===== config.mk =====
export PLATFORM = sky130hd
export DESIGN_NAME = iopw_window
export DESIGN_NICKNAME = d
export VERILOG_FILES = /design/src/logic/iopw_pkg.sv /design/src/logic/iopw_port_cell.sv /design/src/logic/iopw_window.sv
export SDC_FILE = /design/constraint.sdc
export NUM_CORES = 1
export LEC_CHECK = 0
export BUFFER_PORTS_ARGS = -buffer_cell sky130_fd_sc_hd__buf_2
export CAP_MARGIN = 20
export CORE_MARGIN = 10
export CORE_UTILIZATION = 45
export CTS_BUF_LIST = sky130_fd_sc_hd__clkbuf_2
export DETAILED_ROUTE_END_ITERATION = 7
export PLACE_DENSITY_LB_ADDON = 0.08
export SLEW_MARGIN = 10
export SYNTH_ARGS = -nofsm -noshare
export SYNTH_HDL_FRONTEND = slang
export SYNTH_HIERARCHICAL = 1
export SYNTH_SLANG_ARGS = --single-unit

===== constraint.sdc =====
create_clock -name clk -period 2.6 [get_ports clk]
set_clock_uncertainty 0.1 [all_clocks]
set_input_delay 0.39 -clock clk [delete_from_list [all_inputs] [get_ports clk]]
set_output_delay 0.39 -clock clk [all_outputs]
set_load 0.03 [all_outputs]

===== src/logic/iopw_pkg.sv =====
// Constants and types for the I/O port register window.
package iopw_pkg;
   localparam logic [7:0] OFF_A_IN    = 8'h00;
   localparam logic [7:0] OFF_B_IN    = 8'h01;
   localparam logic [7:0] OFF_A_MODE  = 8'h02;
   localparam logic [7:0] OFF_B_MODE  = 8'h03;
   localparam logic [7:0] OFF_A_OUT   = 8'h04;
   localparam logic [7:0] OFF_B_OUT   = 8'h05;
   localparam logic [7:0] OFF_A_DIR   = 8'h06;
   localparam logic [7:0] OFF_B_DIR   = 8'h07;
   localparam logic [7:0] OFF_A_DRV   = 8'h08;
   localparam logic [7:0] OFF_B_DRV   = 8'h09;
   localparam logic [7:0] OFF_A_IMC   = 8'h0a;
   localparam logic [7:0] OFF_B_IMC   = 8'h0b;
   localparam logic [7:0] OFF_A_OES   = 8'h0c;
   localparam logic [7:0] OFF_C_IN    = 8'h10;
   localparam logic [7:0] OFF_D_IN    = 8'h11;
   localparam logic [7:0] OFF_C_OUT   = 8'h12;
   localparam logic [7:0] OFF_D_OUT   = 8'h13;
   localparam logic [7:0] OFF_C_DIR   = 8'h14;
   localparam logic [7:0] OFF_D_DIR   = 8'h15;
   localparam logic [7:0] OFF_C_DRV   = 8'h16;
   localparam logic [7:0] OFF_C_IMC   = 8'h18;
   localparam logic [7:0] OFF_C_OES   = 8'h1a;
   localparam logic [7:0] OFF_D_OES   = 8'h1b;
   localparam logic [7:0] OFF_OMC_AB  = 8'h20;
   localparam logic [7:0] OFF_OMC_BC  = 8'h21;
   localparam logic [7:0] OFF_MASK_AB = 8'h22;
   localparam logic [7:0] OFF_MASK_BC = 8'h23;
   localparam logic [7:0] OFF_PWR0    = 8'hb0;
   localparam logic [7:0] OFF_PWR2    = 8'hb4;
   localparam logic [7:0] OFF_MAINPR  = 8'hc0;
   localparam logic [7:0] OFF_SECPR   = 8'hc2;
   localparam logic [7:0] OFF_TEST    = 8'hc7;
   localparam logic [7:0] OFF_PAGE    = 8'he0;
   localparam logic [7:0] OFF_MAP     = 8'he2;
   localparam logic [7:0] RST_BYTE    = 8'h00;
   // Base of the register window as upper host address byte.
   localparam logic [7:0] RST_WIN_BASE = 8'hff;
   // Memory-space map field positions.
   localparam int MAP_SRAM_CODE  = 0;
   localparam int MAP_MAIN_CODE  = 2;
   localparam int MAP_EE_CODE    = 3;
   localparam int MAP_MAIN_DATA  = 4;
   localparam int MAP_EE_DATA    = 5;
   // Sector select decode uses 16-Kbyte main and 8-Kbyte EEPROM sectors.
   localparam logic [7:0] MAIN_BASE_PAGE = 8'h00;
   localparam logic [7:0] EE_BASE_PAGE   = 8'h01;
   localparam logic [7:0] SRAM_HI_BYTE   = 8'hf0;

   typedef struct packed {
      logic       wr;
      logic       rd;
      logic       prog_space;
      logic [15:0] addr;
      logic [7:0] page;
      logic [7:0] wdata;
   } iopw_req_t;

   typedef struct packed {
      logic [7:0] main_flash;
      logic [3:0] eeprom;
      logic       sram;
      logic       window;
   } iopw_sel_t;
endpackage


===== src/logic/iopw_port_cell.sv =====
// One 8-bit I/O port: control registers and pin driver for a single port.
`timescale 1ns/1ps
module iopw_port_cell
   import iopw_pkg::*;
(
   // Clock and reset.
   input  wire logic       clk,
   input  wire logic       rstn,
   // Register writes.
   input  wire logic       we_out,
   input  wire logic       we_dir,
   input  wire logic       we_drv,
   input  wire logic       we_mode,
   input  wire logic [7:0] wdata,
   // Address nibble source and pin.
   input  wire logic [7:0] addr_lo,
   input  wire logic [7:0] pin_sync,
   // State and pin drive.
   output logic      [7:0] out_data,
   output logic      [7:0] dir,
   output logic      [7:0] drv,
   output logic      [7:0] mode,
   output logic      [7:0] pin_o,
   output logic      [7:0] pin_oe
);
   logic [7:0] next_out_data;
   logic [7:0] next_dir;
   logic [7:0] next_drv;
   logic [7:0] next_mode;
   logic [7:0] next_pin_o;
   logic [7:0] next_pin_oe;

   always_comb begin
      next_out_data = we_out  ? wdata : out_data;
      next_dir      = we_dir  ? wdata : dir;
      next_drv      = we_drv  ? wdata : drv;
      next_mode     = we_mode ? wdata : mode;
      for (int i = 0; i < 8; i++) begin
         if (mode[i]) begin
            // Pin i shows bit i of the latched address.
            next_pin_o[i]  = addr_lo[i];
            next_pin_oe[i] = 1'b1;
         end else begin
            // Open drain only drives a low level.
            next_pin_o[i]  = drv[i] ? 1'b0 : out_data[i];
            next_pin_oe[i] = dir[i] & (~drv[i] | ~out_data[i]);
         end
      end
   end

   always_ff @(posedge clk) begin
      if (!rstn) begin
         out_data <= RST_BYTE;
         dir      <= RST_BYTE;
         drv      <= RST_BYTE;
         mode     <= RST_BYTE;
         pin_o    <= RST_BYTE;
         pin_oe   <= RST_BYTE;
      end else begin
         out_data <= next_out_data;
         dir      <= next_dir;
         drv      <= next_drv;
         mode     <= next_mode;
         pin_o    <= next_pin_o;
         pin_oe   <= next_pin_oe;
      end
   end

   property p_oe_off;
      @(posedge clk) disable iff (!rstn)
         (!mode[0] && !dir[0]) |=> !pin_oe[0];
   endproperty
   a_oe_off: assert property (p_oe_off) else $error("input pin is driven");
endmodule // iopw_port_cell


===== src/logic/iopw_window.sv =====
// Register window decode, port registers and memory selects.
`timescale 1ns/1ps
module iopw_window
   import iopw_pkg::*;
(
   // Clock and reset.
   input  wire logic        clk,
   input  wire logic        rstn,
   // Host bus, sampled on clk.
   input  wire logic        host_wr,
   input  wire logic        host_rd,
   input  wire logic        host_prog_space,
   input  wire logic [15:0] host_addr,
   input  wire logic [7:0]  host_wdata,
   output logic      [7:0]  host_rdata,
   // Status from the rest of the device.
   input  wire logic [7:0]  main_flash_protect,
   input  wire logic [3:0]  eeprom_protect,
   input  wire logic        security_bit,
   input  wire logic [7:0]  input_cells_a,
   input  wire logic [7:0]  input_cells_b,
   input  wire logic [7:0]  input_cells_c,
   input  wire logic [15:0] cell_outputs,
   // Port pins.
   input  wire logic [7:0]  port_a_i,
   input  wire logic [7:0]  port_b_i,
   input  wire logic [7:0]  port_c_i,
   input  wire logic [7:0]  port_d_i,
   output logic      [7:0]  port_a_o,
   output logic      [7:0]  port_a_oe,
   output logic      [7:0]  port_b_o,
   output logic      [7:0]  port_b_oe,
   output logic      [7:0]  port_c_o,
   output logic      [7:0]  port_c_oe,
   output logic      [7:0]  port_d_o,
   output logic      [7:0]  port_d_oe,
   // Output cell loads.
   output logic      [15:0] cell_load_data,
   output logic      [15:0] cell_load_en,
   // Configuration and memory selects.
   output logic      [7:0]  power_control_zero,
   output logic      [7:0]  power_control_two,
   output logic      [7:0]  test_port_enable,
   output logic      [7:0]  page_extension,
   output logic      [7:0]  memory_space_map,
   output logic      [7:0]  main_flash_sel,
   output logic      [3:0]  eeprom_sel,
   output logic             sram_sel
);
   logic [7:0] a_sync1, a_sync2, b_sync1, b_sync2;
   logic [7:0] c_sync1, c_sync2, d_sync1, d_sync2;
   logic [7:0] out_a, out_b, out_c, out_d;
   logic [7:0] dir_a, dir_b, dir_c, dir_d;
   logic [7:0] drv_a, drv_b, drv_c, drv_d;
   logic [7:0] mode_a, mode_b, mode_c, mode_d;
   logic [7:0] mask_ab, mask_bc;
   logic [7:0] next_mask_ab, next_mask_bc;
   logic [7:0] next_pwr0, next_pwr2, next_test, next_page, next_map;
   logic [7:0] next_rdata;
   logic [15:0] next_load_data, next_load_en;
   logic [7:0] addr_latch, next_addr_latch;
   logic [7:0] addr_nib;
   iopw_sel_t  next_sel;
   iopw_req_t  req;
   logic       wr_win;
   logic       rd_win;
   logic [7:0] off;

   function automatic logic wr_at(input logic [7:0] o);
      wr_at = wr_win && (off == o);
   endfunction

   function automatic logic map_bit(input logic [7:0] m, input int c, input int d,
                                    input logic prog);
      map_bit = prog ? m[c] : (d < 0 ? 1'b1 : m[d]);
   endfunction

   assign req = '{wr: host_wr, rd: host_rd, prog_space: host_prog_space,
                  addr: host_addr, page: page_extension, wdata: host_wdata};
   assign off    = req.addr[7:0];
   assign wr_win = req.wr && (req.addr[15:8] == RST_WIN_BASE);
   assign rd_win = req.rd && (req.addr[15:8] == RST_WIN_BASE);

   // In address mode, ports A and B carry a3-a0 on the low half, a7-a4 on the high half.
   assign addr_nib = addr_latch;

   always_ff @(posedge clk) begin
      if (!rstn) begin
         a_sync1 <= RST_BYTE; a_sync2 <= RST_BYTE;
         b_sync1 <= RST_BYTE; b_sync2 <= RST_BYTE;
         c_sync1 <= RST_BYTE; c_sync2 <= RST_BYTE;
         d_sync1 <= RST_BYTE; d_sync2 <= RST_BYTE;
      end else begin
         a_sync1 <= port_a_i; a_sync2 <= a_sync1;
         b_sync1 <= port_b_i; b_sync2 <= b_sync1;
         c_sync1 <= port_c_i; c_sync2 <= c_sync1;
         d_sync1 <= port_d_i; d_sync2 <= d_sync1;
      end
   end

   iopw_port_cell u_port_a (.clk(clk), .rstn(rstn), .we_out(wr_at(OFF_A_OUT)),
      .we_dir(wr_at(OFF_A_DIR)), .we_drv(wr_at(OFF_A_DRV)), .we_mode(wr_at(OFF_A_MODE)),
      .wdata(req.wdata), .addr_lo(addr_nib), .pin_sync(a_sync2), .out_data(out_a),
      .dir(dir_a), .drv(drv_a), .mode(mode_a), .pin_o(port_a_o), .pin_oe(port_a_oe));
   iopw_port_cell u_port_b (.clk(clk), .rstn(rstn), .we_out(wr_at(OFF_B_OUT)),
      .we_dir(wr_at(OFF_B_DIR)), .we_drv(wr_at(OFF_B_DRV)), .we_mode(wr_at(OFF_B_MODE)),
      .wdata(req.wdata), .addr_lo(addr_nib), .pin_sync(b_sync2), .out_data(out_b),
      .dir(dir_b), .drv(drv_b), .mode(mode_b), .pin_o(port_b_o), .pin_oe(port_b_oe));
   // Ports C and D have no address mode; port D has no drive-type register.
   iopw_port_cell u_port_c (.clk(clk), .rstn(rstn), .we_out(wr_at(OFF_C_OUT)),
      .we_dir(wr_at(OFF_C_DIR)), .we_drv(wr_at(OFF_C_DRV)), .we_mode(1'b0),
      .wdata(req.wdata), .addr_lo(addr_nib), .pin_sync(c_sync2), .out_data(out_c),
      .dir(dir_c), .drv(drv_c), .mode(mode_c), .pin_o(port_c_o), .pin_oe(port_c_oe));
   iopw_port_cell u_port_d (.clk(clk), .rstn(rstn), .we_out(wr_at(OFF_D_OUT)),
      .we_dir(wr_at(OFF_D_DIR)), .we_drv(1'b0), .we_mode(1'b0),
      .wdata(req.wdata), .addr_lo(addr_nib), .pin_sync(d_sync2), .out_data(out_d),
      .dir(dir_d), .drv(drv_d), .mode(mode_d), .pin_o(port_d_o), .pin_oe(port_d_oe));

   always_comb begin
      next_mask_ab = wr_at(OFF_MASK_AB) ? req.wdata : mask_ab;
      next_mask_bc = wr_at(OFF_MASK_BC) ? req.wdata : mask_bc;
      next_pwr0 = wr_at(OFF_PWR0) ? req.wdata : power_control_zero;
      next_pwr2 = wr_at(OFF_PWR2) ? req.wdata : power_control_two;
      next_test = wr_at(OFF_TEST) ? req.wdata : test_port_enable;
      next_page = wr_at(OFF_PAGE) ? req.wdata : page_extension;
      next_map  = wr_at(OFF_MAP)  ? req.wdata : memory_space_map;
      next_addr_latch = (req.rd || req.wr) ? req.addr[7:0] : addr_latch;
      next_load_data = {req.wdata, req.wdata};
      next_load_en   = {({8{wr_at(OFF_OMC_BC)}} & ~mask_bc),
                        ({8{wr_at(OFF_OMC_AB)}} & ~mask_ab)};
   end

   always_comb begin
      next_rdata = RST_BYTE;
      if (rd_win) begin
         unique case (off)
            OFF_A_IN:    next_rdata = a_sync2;
            OFF_B_IN:    next_rdata = b_sync2;
            OFF_C_IN:    next_rdata = c_sync2;
            OFF_D_IN:    next_rdata = d_sync2;
            OFF_A_MODE:  next_rdata = mode_a;
            OFF_B_MODE:  next_rdata = mode_b;
            OFF_A_OUT:   next_rdata = out_a;
            OFF_B_OUT:   next_rdata = out_b;
            OFF_C_OUT:   next_rdata = out_c;
            OFF_D_OUT:   next_rdata = out_d;
            OFF_A_DIR:   next_rdata = dir_a;
            OFF_B_DIR:   next_rdata = dir_b;
            OFF_C_DIR:   next_rdata = dir_c;
            OFF_D_DIR:   next_rdata = dir_d;
            OFF_A_DRV:   next_rdata = drv_a;
            OFF_B_DRV:   next_rdata = drv_b;
            OFF_C_DRV:   next_rdata = drv_c;
            OFF_A_IMC:   next_rdata = input_cells_a;
            OFF_B_IMC:   next_rdata = input_cells_b;
            OFF_C_IMC:   next_rdata = input_cells_c;
            OFF_A_OES:   next_rdata = port_a_oe;
            OFF_C_OES:   next_rdata = port_c_oe;
            OFF_D_OES:   next_rdata = port_d_oe;
            OFF_OMC_AB:  next_rdata = cell_outputs[7:0];
            OFF_OMC_BC:  next_rdata = cell_outputs[15:8];
            OFF_MASK_AB: next_rdata = mask_ab;
            OFF_MASK_BC: next_rdata = mask_bc;
            OFF_PWR0:    next_rdata = power_control_zero;
            OFF_PWR2:    next_rdata = power_control_two;
            OFF_MAINPR:  next_rdata = main_flash_protect;
            OFF_SECPR:   next_rdata = {security_bit, 3'b000, eeprom_protect};
            OFF_TEST:    next_rdata = test_port_enable;
            OFF_PAGE:    next_rdata = page_extension;
            OFF_MAP:     next_rdata = memory_space_map;
            default:     next_rdata = RST_BYTE;
         endcase
      end
   end

   // Sector selects: 16-Kbyte main sectors on page 0, 8-Kbyte EEPROM on page 1.
   always_comb begin
      next_sel = '0;
      if ((req.rd || req.wr) && req.addr[15:8] != RST_WIN_BASE) begin
         if (req.addr[15:8] >= SRAM_HI_BYTE) begin
            next_sel.sram = map_bit(memory_space_map, MAP_SRAM_CODE, -1, req.prog_space);
         end else if (req.page == MAIN_BASE_PAGE) begin
            if (map_bit(memory_space_map, MAP_MAIN_CODE, MAP_MAIN_DATA, req.prog_space))
               next_sel.main_flash[req.addr[15:14] + (req.addr[15] ? 3'd4 : 3'd0)] = 1'b1;
         end else if (req.page == EE_BASE_PAGE && !req.addr[15]) begin
            if (map_bit(memory_space_map, MAP_EE_CODE, MAP_EE_DATA, req.prog_space))
               next_sel.eeprom[req.addr[14:13]] = 1'b1;
         end
      end
   end

   always_ff @(posedge clk) begin
      if (!rstn) begin
         mask_ab            <= RST_BYTE;
         mask_bc            <= RST_BYTE;
         power_control_zero <= RST_BYTE;
         power_control_two  <= RST_BYTE;
         test_port_enable   <= RST_BYTE;
         page_extension     <= RST_BYTE;
         memory_space_map   <= RST_BYTE;
         addr_latch         <= RST_BYTE;
         host_rdata         <= RST_BYTE;
         cell_load_data     <= '0;
         cell_load_en       <= '0;
         main_flash_sel     <= '0;
         eeprom_sel         <= '0;
         sram_sel           <= 1'b0;
      end else begin
         mask_ab            <= next_mask_ab;
         mask_bc            <= next_mask_bc;
         power_control_zero <= next_pwr0;
         power_control_two  <= next_pwr2;
         test_port_enable   <= next_test;
         page_extension     <= next_page;
         memory_space_map   <= next_map;
         addr_latch         <= next_addr_latch;
         host_rdata         <= next_rdata;
         cell_load_data     <= next_load_data;
         cell_load_en       <= next_load_en;
         main_flash_sel     <= next_sel.main_flash;
         eeprom_sel         <= next_sel.eeprom;
         sram_sel           <= next_sel.sram;
      end
   end

   property p_mask_blocks;
      @(posedge clk) disable iff (!rstn)
         (wr_win && off == OFF_OMC_AB && mask_ab[0]) |=> !cell_load_en[0];
   endproperty
   a_mask_blocks: assert property (p_mask_blocks) else $error("masked cell loaded");

   property p_ab_load;
      @(posedge clk) disable iff (!rstn)
         (wr_win && off == OFF_OMC_AB && mask_ab == 8'h00) |=> (cell_load_en[7:0] == 8'hff);
   endproperty
   a_ab_load: assert property (p_ab_load) else $error("AB load missing");

   property p_bc_load;
      @(posedge clk) disable iff (!rstn)
         (wr_win && off == OFF_OMC_BC && mask_bc == 8'h00) |=> (cell_load_en[15:8] == 8'hff);
   endproperty
   a_bc_load: assert property (p_bc_load) else $error("BC load missing");

   property p_unmapped_zero;
      @(posedge clk) disable iff (!rstn)
         (rd_win && off == 8'hff) |=> (host_rdata == 8'h00);
   endproperty
   a_unmapped_zero: assert property (p_unmapped_zero) else $error("unmapped read");

   property p_main_ro;
      @(posedge clk) disable iff (!rstn)
         (rd_win && off == OFF_MAINPR) |=> (host_rdata == $past(main_flash_protect));
   endproperty
   a_main_ro: assert property (p_main_ro) else $error("protect read wrong");

   property p_sec_ro;
      @(posedge clk) disable iff (!rstn)
         (rd_win && off == OFF_SECPR) |=> (host_rdata[3:0] == $past(eeprom_protect));
   endproperty
   a_sec_ro: assert property (p_sec_ro) else $error("security read wrong");

   property p_page_store;
      @(posedge clk) disable iff (!rstn)
         (wr_win && off == OFF_PAGE) |=> (page_extension == $past(req.wdata));
   endproperty
   a_page_store: assert property (p_page_store) else $error("page not stored");

   property p_out_drive;
      @(posedge clk) disable iff (!rstn)
         (wr_win && off == OFF_C_OUT && drv_c == 8'h00) |=> ##1 (port_c_o == out_c);
   endproperty
   a_out_drive: assert property (p_out_drive) else $error("output not driven");

   property p_pin_in;
      @(posedge clk) disable iff (!rstn)
         (rd_win && off == OFF_D_IN) |=> (host_rdata == $past(d_sync2));
   endproperty
   a_pin_in: assert property (p_pin_in) else $error("pin read wrong");

   property p_window_only;
      @(posedge clk) disable iff (!rstn)
         (host_wr && host_addr[15:8] != RST_WIN_BASE) |=> ($stable(page_extension));
   endproperty
   a_window_only: assert property (p_window_only) else $error("write outside window");

   property p_mode_store;
      @(posedge clk) disable iff (!rstn)
         (wr_win && off == OFF_A_MODE) |=> (mode_a == $past(req.wdata));
   endproperty
   a_mode_store: assert property (p_mode_store) else $error("mode not stored");

   property p_out_store;
      @(posedge clk) disable iff (!rstn)
         (wr_win && off == OFF_D_OUT) |=> (out_d == $past(req.wdata));
   endproperty
   a_out_store: assert property (p_out_store) else $error("output not stored");

   property p_dir_store;
      @(posedge clk) disable iff (!rstn)
         (wr_win && off == OFF_C_DIR) |=> (dir_c == $past(req.wdata));
   endproperty
   a_dir_store: assert property (p_dir_store) else $error("direction not stored");

   property p_drv_store;
      @(posedge clk) disable iff (!rstn)
         (wr_win && off == OFF_A_DRV) |=> (drv_a == $past(req.wdata));
   endproperty
   a_drv_store: assert property (p_drv_store) else $error("drive type not stored");

   property p_oes_read;
      @(posedge clk) disable iff (!rstn)
         (rd_win && off == OFF_C_OES) |=> (host_rdata == $past(port_c_oe));
   endproperty
   a_oes_read: assert property (p_oes_read) else $error("enable status wrong");

   property p_load_idle;
      @(posedge clk) disable iff (!rstn)
         !wr_win |=> (cell_load_en == 16'h0000);
   endproperty
   a_load_idle: assert property (p_load_idle) else $error("stray cell load");

   property p_map_store;
      @(posedge clk) disable iff (!rstn)
         (wr_win && off == OFF_MAP) |=> (memory_space_map == $past(req.wdata));
   endproperty
   a_map_store: assert property (p_map_store) else $error("map not stored");

   property p_addr_out;
      @(posedge clk) disable iff (!rstn)
         (mode_b == 8'hff) |=> (port_b_o == $past(addr_latch));
   endproperty
   a_addr_out: assert property (p_addr_out) else $error("address not driven");

   property p_sram_data;
      @(posedge clk) disable iff (!rstn)
         (host_rd && !host_prog_space && host_addr[15:12] == 4'hf &&
          host_addr[15:8] != RST_WIN_BASE) |=> sram_sel;
   endproperty
   a_sram_data: assert property (p_sram_data) else $error("data SRAM not selected");

   property p_rdata_idle;
      @(posedge clk) disable iff (!rstn)
         !rd_win |=> (host_rdata == RST_BYTE);
   endproperty
   a_rdata_idle: assert property (p_rdata_idle) else $error("read data not idle");

   c_page_wr:  cover property (@(posedge clk) wr_win && off == OFF_PAGE);
   c_ab_load:  cover property (@(posedge clk) wr_win && off == OFF_OMC_AB && mask_ab != 8'h00);
   c_addr_out: cover property (@(posedge clk) mode_a != 8'h00);
   c_eeprom:   cover property (@(posedge clk) eeprom_sel != 4'h0);
endmodule // iopw_window


[Yosys cells after proc, flatten, opt, wreduce, memory -nomap -nowiden]
Cells that the tools add are included.
Storage, ports and cells
  memories: 0
  bits in writable memories: 0
  bits of input ports: 114
  register bits: 349
  word-level logic and storage cells: 299
  ROM bits: 0
  latch bits: 0
Cells by class
  equality and inequality tests: 36
  reductions and logical operators: 44
  mux-type cells: 57
  multiply operators: 0
  $add $sub $neg: 1
  bitwise gates (word level): 106
  divide/modulo/power cells: 0
  shift operators: 0
  $lt $le $gt $ge: 5
Operators by type and width (count)
  one-hot mux 8 bit (34 select lines): 1
  == test 8 x 5 -> 1 bit (second input constant): 10
  == test 8 bit (second input constant): 8
  inverter 1 bit: 54
  2-to-1 mux 1 bit: 53
  == test 8 x 4 -> 1 bit (second input constant): 5
  == test 8 x 3 -> 1 bit (second input constant): 4
  == test 8 x 6 -> 1 bit (second input constant): 4
  logical AND 1 bit: 28
  bitwise AND 1 bit: 24
  bitwise OR 1 bit: 24
  bitwise AND 8 bit: 2
  == test 8 x 1 -> 1 bit (second input constant): 2
  == test 8 x 2 -> 1 bit (second input constant): 2
  logical NOT 8 bit: 2
  inverter 8 bit: 2
  OR reduction 2 bit: 8
  >= comparator 8 bit (second input constant): 1
  inequality test 8 bit (second input constant): 1
  OR reduction 6 bit: 1
  OR reduction 5 bit: 1
  less-than comparator 3 x 4 -> 1 bit (second input constant): 1
  adder 2 x 3 -> 3 bit: 1
  demux 1 bit (select 3 bit): 1
  other kinds (9): 9

[Longest topological paths before layout]
  word-level depth: 6
  depth in mapped cells: 9
  gate-level depth less buffers: 6

[Cells and area by module]
Netlist, hierarchy kept.
By module, submodules not included
  iopw_window: sequential area each 3383.2 um^2, cells each 813, area an instance 7796.2 um^2, times used 1
  iopw_port_cell: sequential area each 960.9 um^2, cells each 163, area an instance 1925.6 um^2, times used 4

[Worst setup path before layout]
OpenSTA, ideal clock, no wires.
  kind: input to register
  start point: input host_addr[4]
  end point: register u_port_b.dir[0]
  buffers on the path: 4
  stages on the path: 9
  arrival: 2.142 ns
  data required time: 2.384 ns
  setup time: 0.116 ns
  setup slack: 0.242 ns
  cells stage by stage: buf_2 or4_1 buf_2 or2_1 clkbuf_1 nor3_1 buf_4 mux2i_1 nor2b_1
On the way
  cells in the longest elaborated chain, start to end: 2
RTL lines
  start: declaration: RTL line iopw_window.sv:13  | input wire logic [15:0] host_addr,
  == test 8 x 3 -> 1 bit: RTL line iopw_window.sv:70  | wr_at = wr_win && (off == o);
  logical AND 1 bit: RTL line iopw_window.sv:70
  end signal: assignment: RTL line iopw_port_cell.sv:61  | dir <= next_dir;
  end: declaration: RTL line iopw_port_cell.sv:20  | output logic [7:0] dir,
Every way passes these cells.
A chain may end at the register's enable or synchronous reset.

[Worst setup path in the final report]
  start point: input host_addr[6]
  end point: register host_rdata[4]
On the way
  cells in the longest elaborated chain, start to end: 2
RTL lines
  == test 8 bit, or another cell as far along: RTL line iopw_window.sv:136  | unique case (off)
  one-hot mux 8 bit (34 select lines) *: RTL line iopw_window.sv:136
  end signal: assignment: RTL line iopw_window.sv:217  | host_rdata <= next_rdata;
  end: declaration: RTL line iopw_window.sv:15  | output logic [7:0] host_rdata,
Every way passes the cells marked *; elsewhere a longest branch is shown, timed or not.

==> out/metrics.cfg <==
[critical_path]
crit_arrival_ps = 3410
end_kind = flop
crit_fanout = 9
worstPathRequired_ps = 3440
cp-start-kind = input port
path_class = input port to flop

[clock_tree]
clock-root-buffer = clkbuf_2
clk_path_buf_depth = 3
htree_levels = 3
insertion_delay_ps = 1060
cts_buffers = 95
cts_tree = built
clock_sinks = 361
clk_pin_slew_ps = 90

[grt]
grt_max_degree = 95
gr-usage-all-layers = 0.314
globalRouteMet1Util = 0.402
grt_pass1_wl_um = 96900
use_met3 = 0.0720
grt_pass1_vias = 14000
busiest_layer = met2
overflow = 0
globalRouteMet2Util = 0.501
antenna_found_initial = 5

[power]
leakage_nw = 8.21
power_frac_comb = 0.089
pwr-share-clk = 0.362
switching_power_mw = 2.97
swShare = 0.285
pwr_density_cell_nw_per_um2 = 515
seqPwrFrac = 0.549
p_total_mw = 10.4
peakVddDrop_mv = 0.338
intPower_mw = 7.45

[place]
io_buffers = 266
place_hpwl_um = 49000
place.gp.congestion = 1.03
pre_cts_slack_ps = -232
post-place-cells = 2199

[run_status]
status = finished clean

[logic_synthesis]
synth-warning-count = 6
syn_area_um2 = 15500
synth-edff-count = 0
synthArstFlopShare = 0
synthFlopType = dfxtp_1
syn_area_per_cell_um2 = 10.6
synth-seq-cells = 361
yosysUniqueCellTypes = 75
ys_seq_area_frac = 0.466
synthCells = 1465

[die]
initial_core_util = 0.459
die_area_um2 = 42300
io_pins = 271
rows = 67
die_y_um = 206
die_w_um = 206
core_area_um2 = 33800

[timing]
maxSlewViolCount = 0
hold_viol = 0
relSlewSlack = 0.172
period_needed_ps = 2570
finalCritPeriodShare = 0.988
rsz0062_at_grt = false
final.setup.tns_ps = 0
worst_slack_ps = 30.2
tightest_slew_ps = 1240
setup_viol = 0
fmax_ghz = 0.389

[routing]
drtPass1Iterations = 6
wl_per_cell_um = 27.0
drtIter0Drc = 1345
viasPerCell = 5.60
vias = 14100
remaining_drc_errors = 0
antenna_left = 0
drt-total-wl_um = 68100

[finish]
utilization = 0.599
final_cells = 2519
largest_reg_flops = 16
drive_gt1_frac = 0.307
area_growth_pct = 30.5
nets = 2120
final_common_cell = dfxtp_1
regMostFlops = cell_load_en
layout_common_cells = dfxtp_1, buf_2, nor2b_1, mux2i_1, dlygate4sd3_1

[run]
max-cap-violations = 0

[min_path]
hold_class = input port to flop

==> routing by layer <==
layer,vias up,share of wire
met5,-,0.00019
met4,2,0.039
met3,131,0.082
met2,664,0.47
met1,6894,0.41
li1,6418,-
==> logic make-up (layout without fill, tap and decap cells) <==
family                 Yosys count  count (layout)  synth area share
buffers and inverters          142             739            0.0558
AOI/OAI and AO/OA              289             289             0.154
and+or+nand+nor                492             492             0.207
muxes                          180             180             0.117
DFF                            361             361             0.466
other                            1              10          0.000242
==> stage by stage <==
step	instance area (um^2)	hold slack (ps)
after floorplan	15500	312
after global placement	17800	316
after detailed placement	17800	318
after CTS	20200	0.241
after global routing	20200	47.9
final	20200	93.4
==> cell usage after synthesis, types with 7 or more instances <==
| library cell | instances | area [um^2] |
|---|---|---|
| nor2_1 | 40 | 150 |
| a21boi_1 | 7 | 52.6 |
| nand2_1 | 47 | 176 |
| and3_1 | 10 | 62.6 |
| nand4_1 | 11 | 68.8 |
| and4bb_1 | 28 | 350 |
| buf_4 | 31 | 233 |
| a222oi_1 | 13 | 130 |
| a31oi_1 | 14 | 87.6 |
| buf_2 | 29 | 145 |
| nor2b_1 | 172 | 1080 |
| inv_1 | 36 | 135 |
| nand3_1 | 29 | 145 |
| a221oi_1 | 7 | 61.3 |
| clkbuf_1 | 24 | 90.1 |
| a22oi_1 | 75 | 563 |
| and2_1 | 75 | 469 |
| a21boi_0 | 18 | 135 |
| mux2_2 | 8 | 90.1 |
| o21ai_0 | 24 | 120 |
| a21oi_1 | 7 | 35.0 |
| nor3_4 | 7 | 114 |
| mux2i_1 | 172 | 1720 |
| a22o_1 | 13 | 114 |
| nor2_2 | 9 | 56.3 |
| a31oi_2 | 24 | 300 |
| buf_6 | 13 | 146 |
| a31o_1 | 28 | 245 |
| nor3_1 | 18 | 90.1 |
| dfxtp_1 | 361 | 7230 |
| o21ai_2 | 28 | 245 |
==> worst max-delay path, cell delays in order <==
cell and delay [ps]:
buf_2 170, dlygate4sd3_1 580, buf_4 130, nor4b_2 50
buf_4 180, and2_1 240, a22oi_1 310, nand4_1 230
a2111oi_1 380, a41oi_1 160, dlygate4sd3_1 590
==> power groups by stage <==
stage	Clock [mW]	Combinational [mW]	Sequential, mW
floorplan	0	0.387	5.83
global placement	0	0.729	5.84
detailed placement	0	0.731	5.84
CTS	3.84	0.896	5.72
global route	4.15	0.972	5.73
finish	3.77	0.928	5.72
==> timing repair <==
item                       in CTS  in global routing
resized for setup               0                  6
hold buffers                  158                  0
setup endpoints to repair       0                  4
setup buffers                   0                  0
hold endpoints to repair      290                  0
==> final cells by class <==
cell class              instances  area [um^2]
clock inverters                24          123
diodes                          3         7.51
inverters                      36          135
flip-flops and latches        361         7230
well taps                     448          561
fillers                      2962        13600
repair buffers                544         4040
clock buffers                 135          676
multi-input cells             968         7460
==> path summary, 6_finish.rpt <==
kind / startpoint / to / slack, ps / depth (start not counted)
max: host_addr[6] / host_rdata[4] / 30 / 11
min: host_addr[15] / main_flash_sel[7] / 90 / 4
max reg2reg: page_extension[1] / eeprom_sel[2] / 90 / 6
min reg2reg: d_sync1[5] / d_sync2[5] / 330 / 1
No activity file was read; power rests on OpenSTA's default activity.
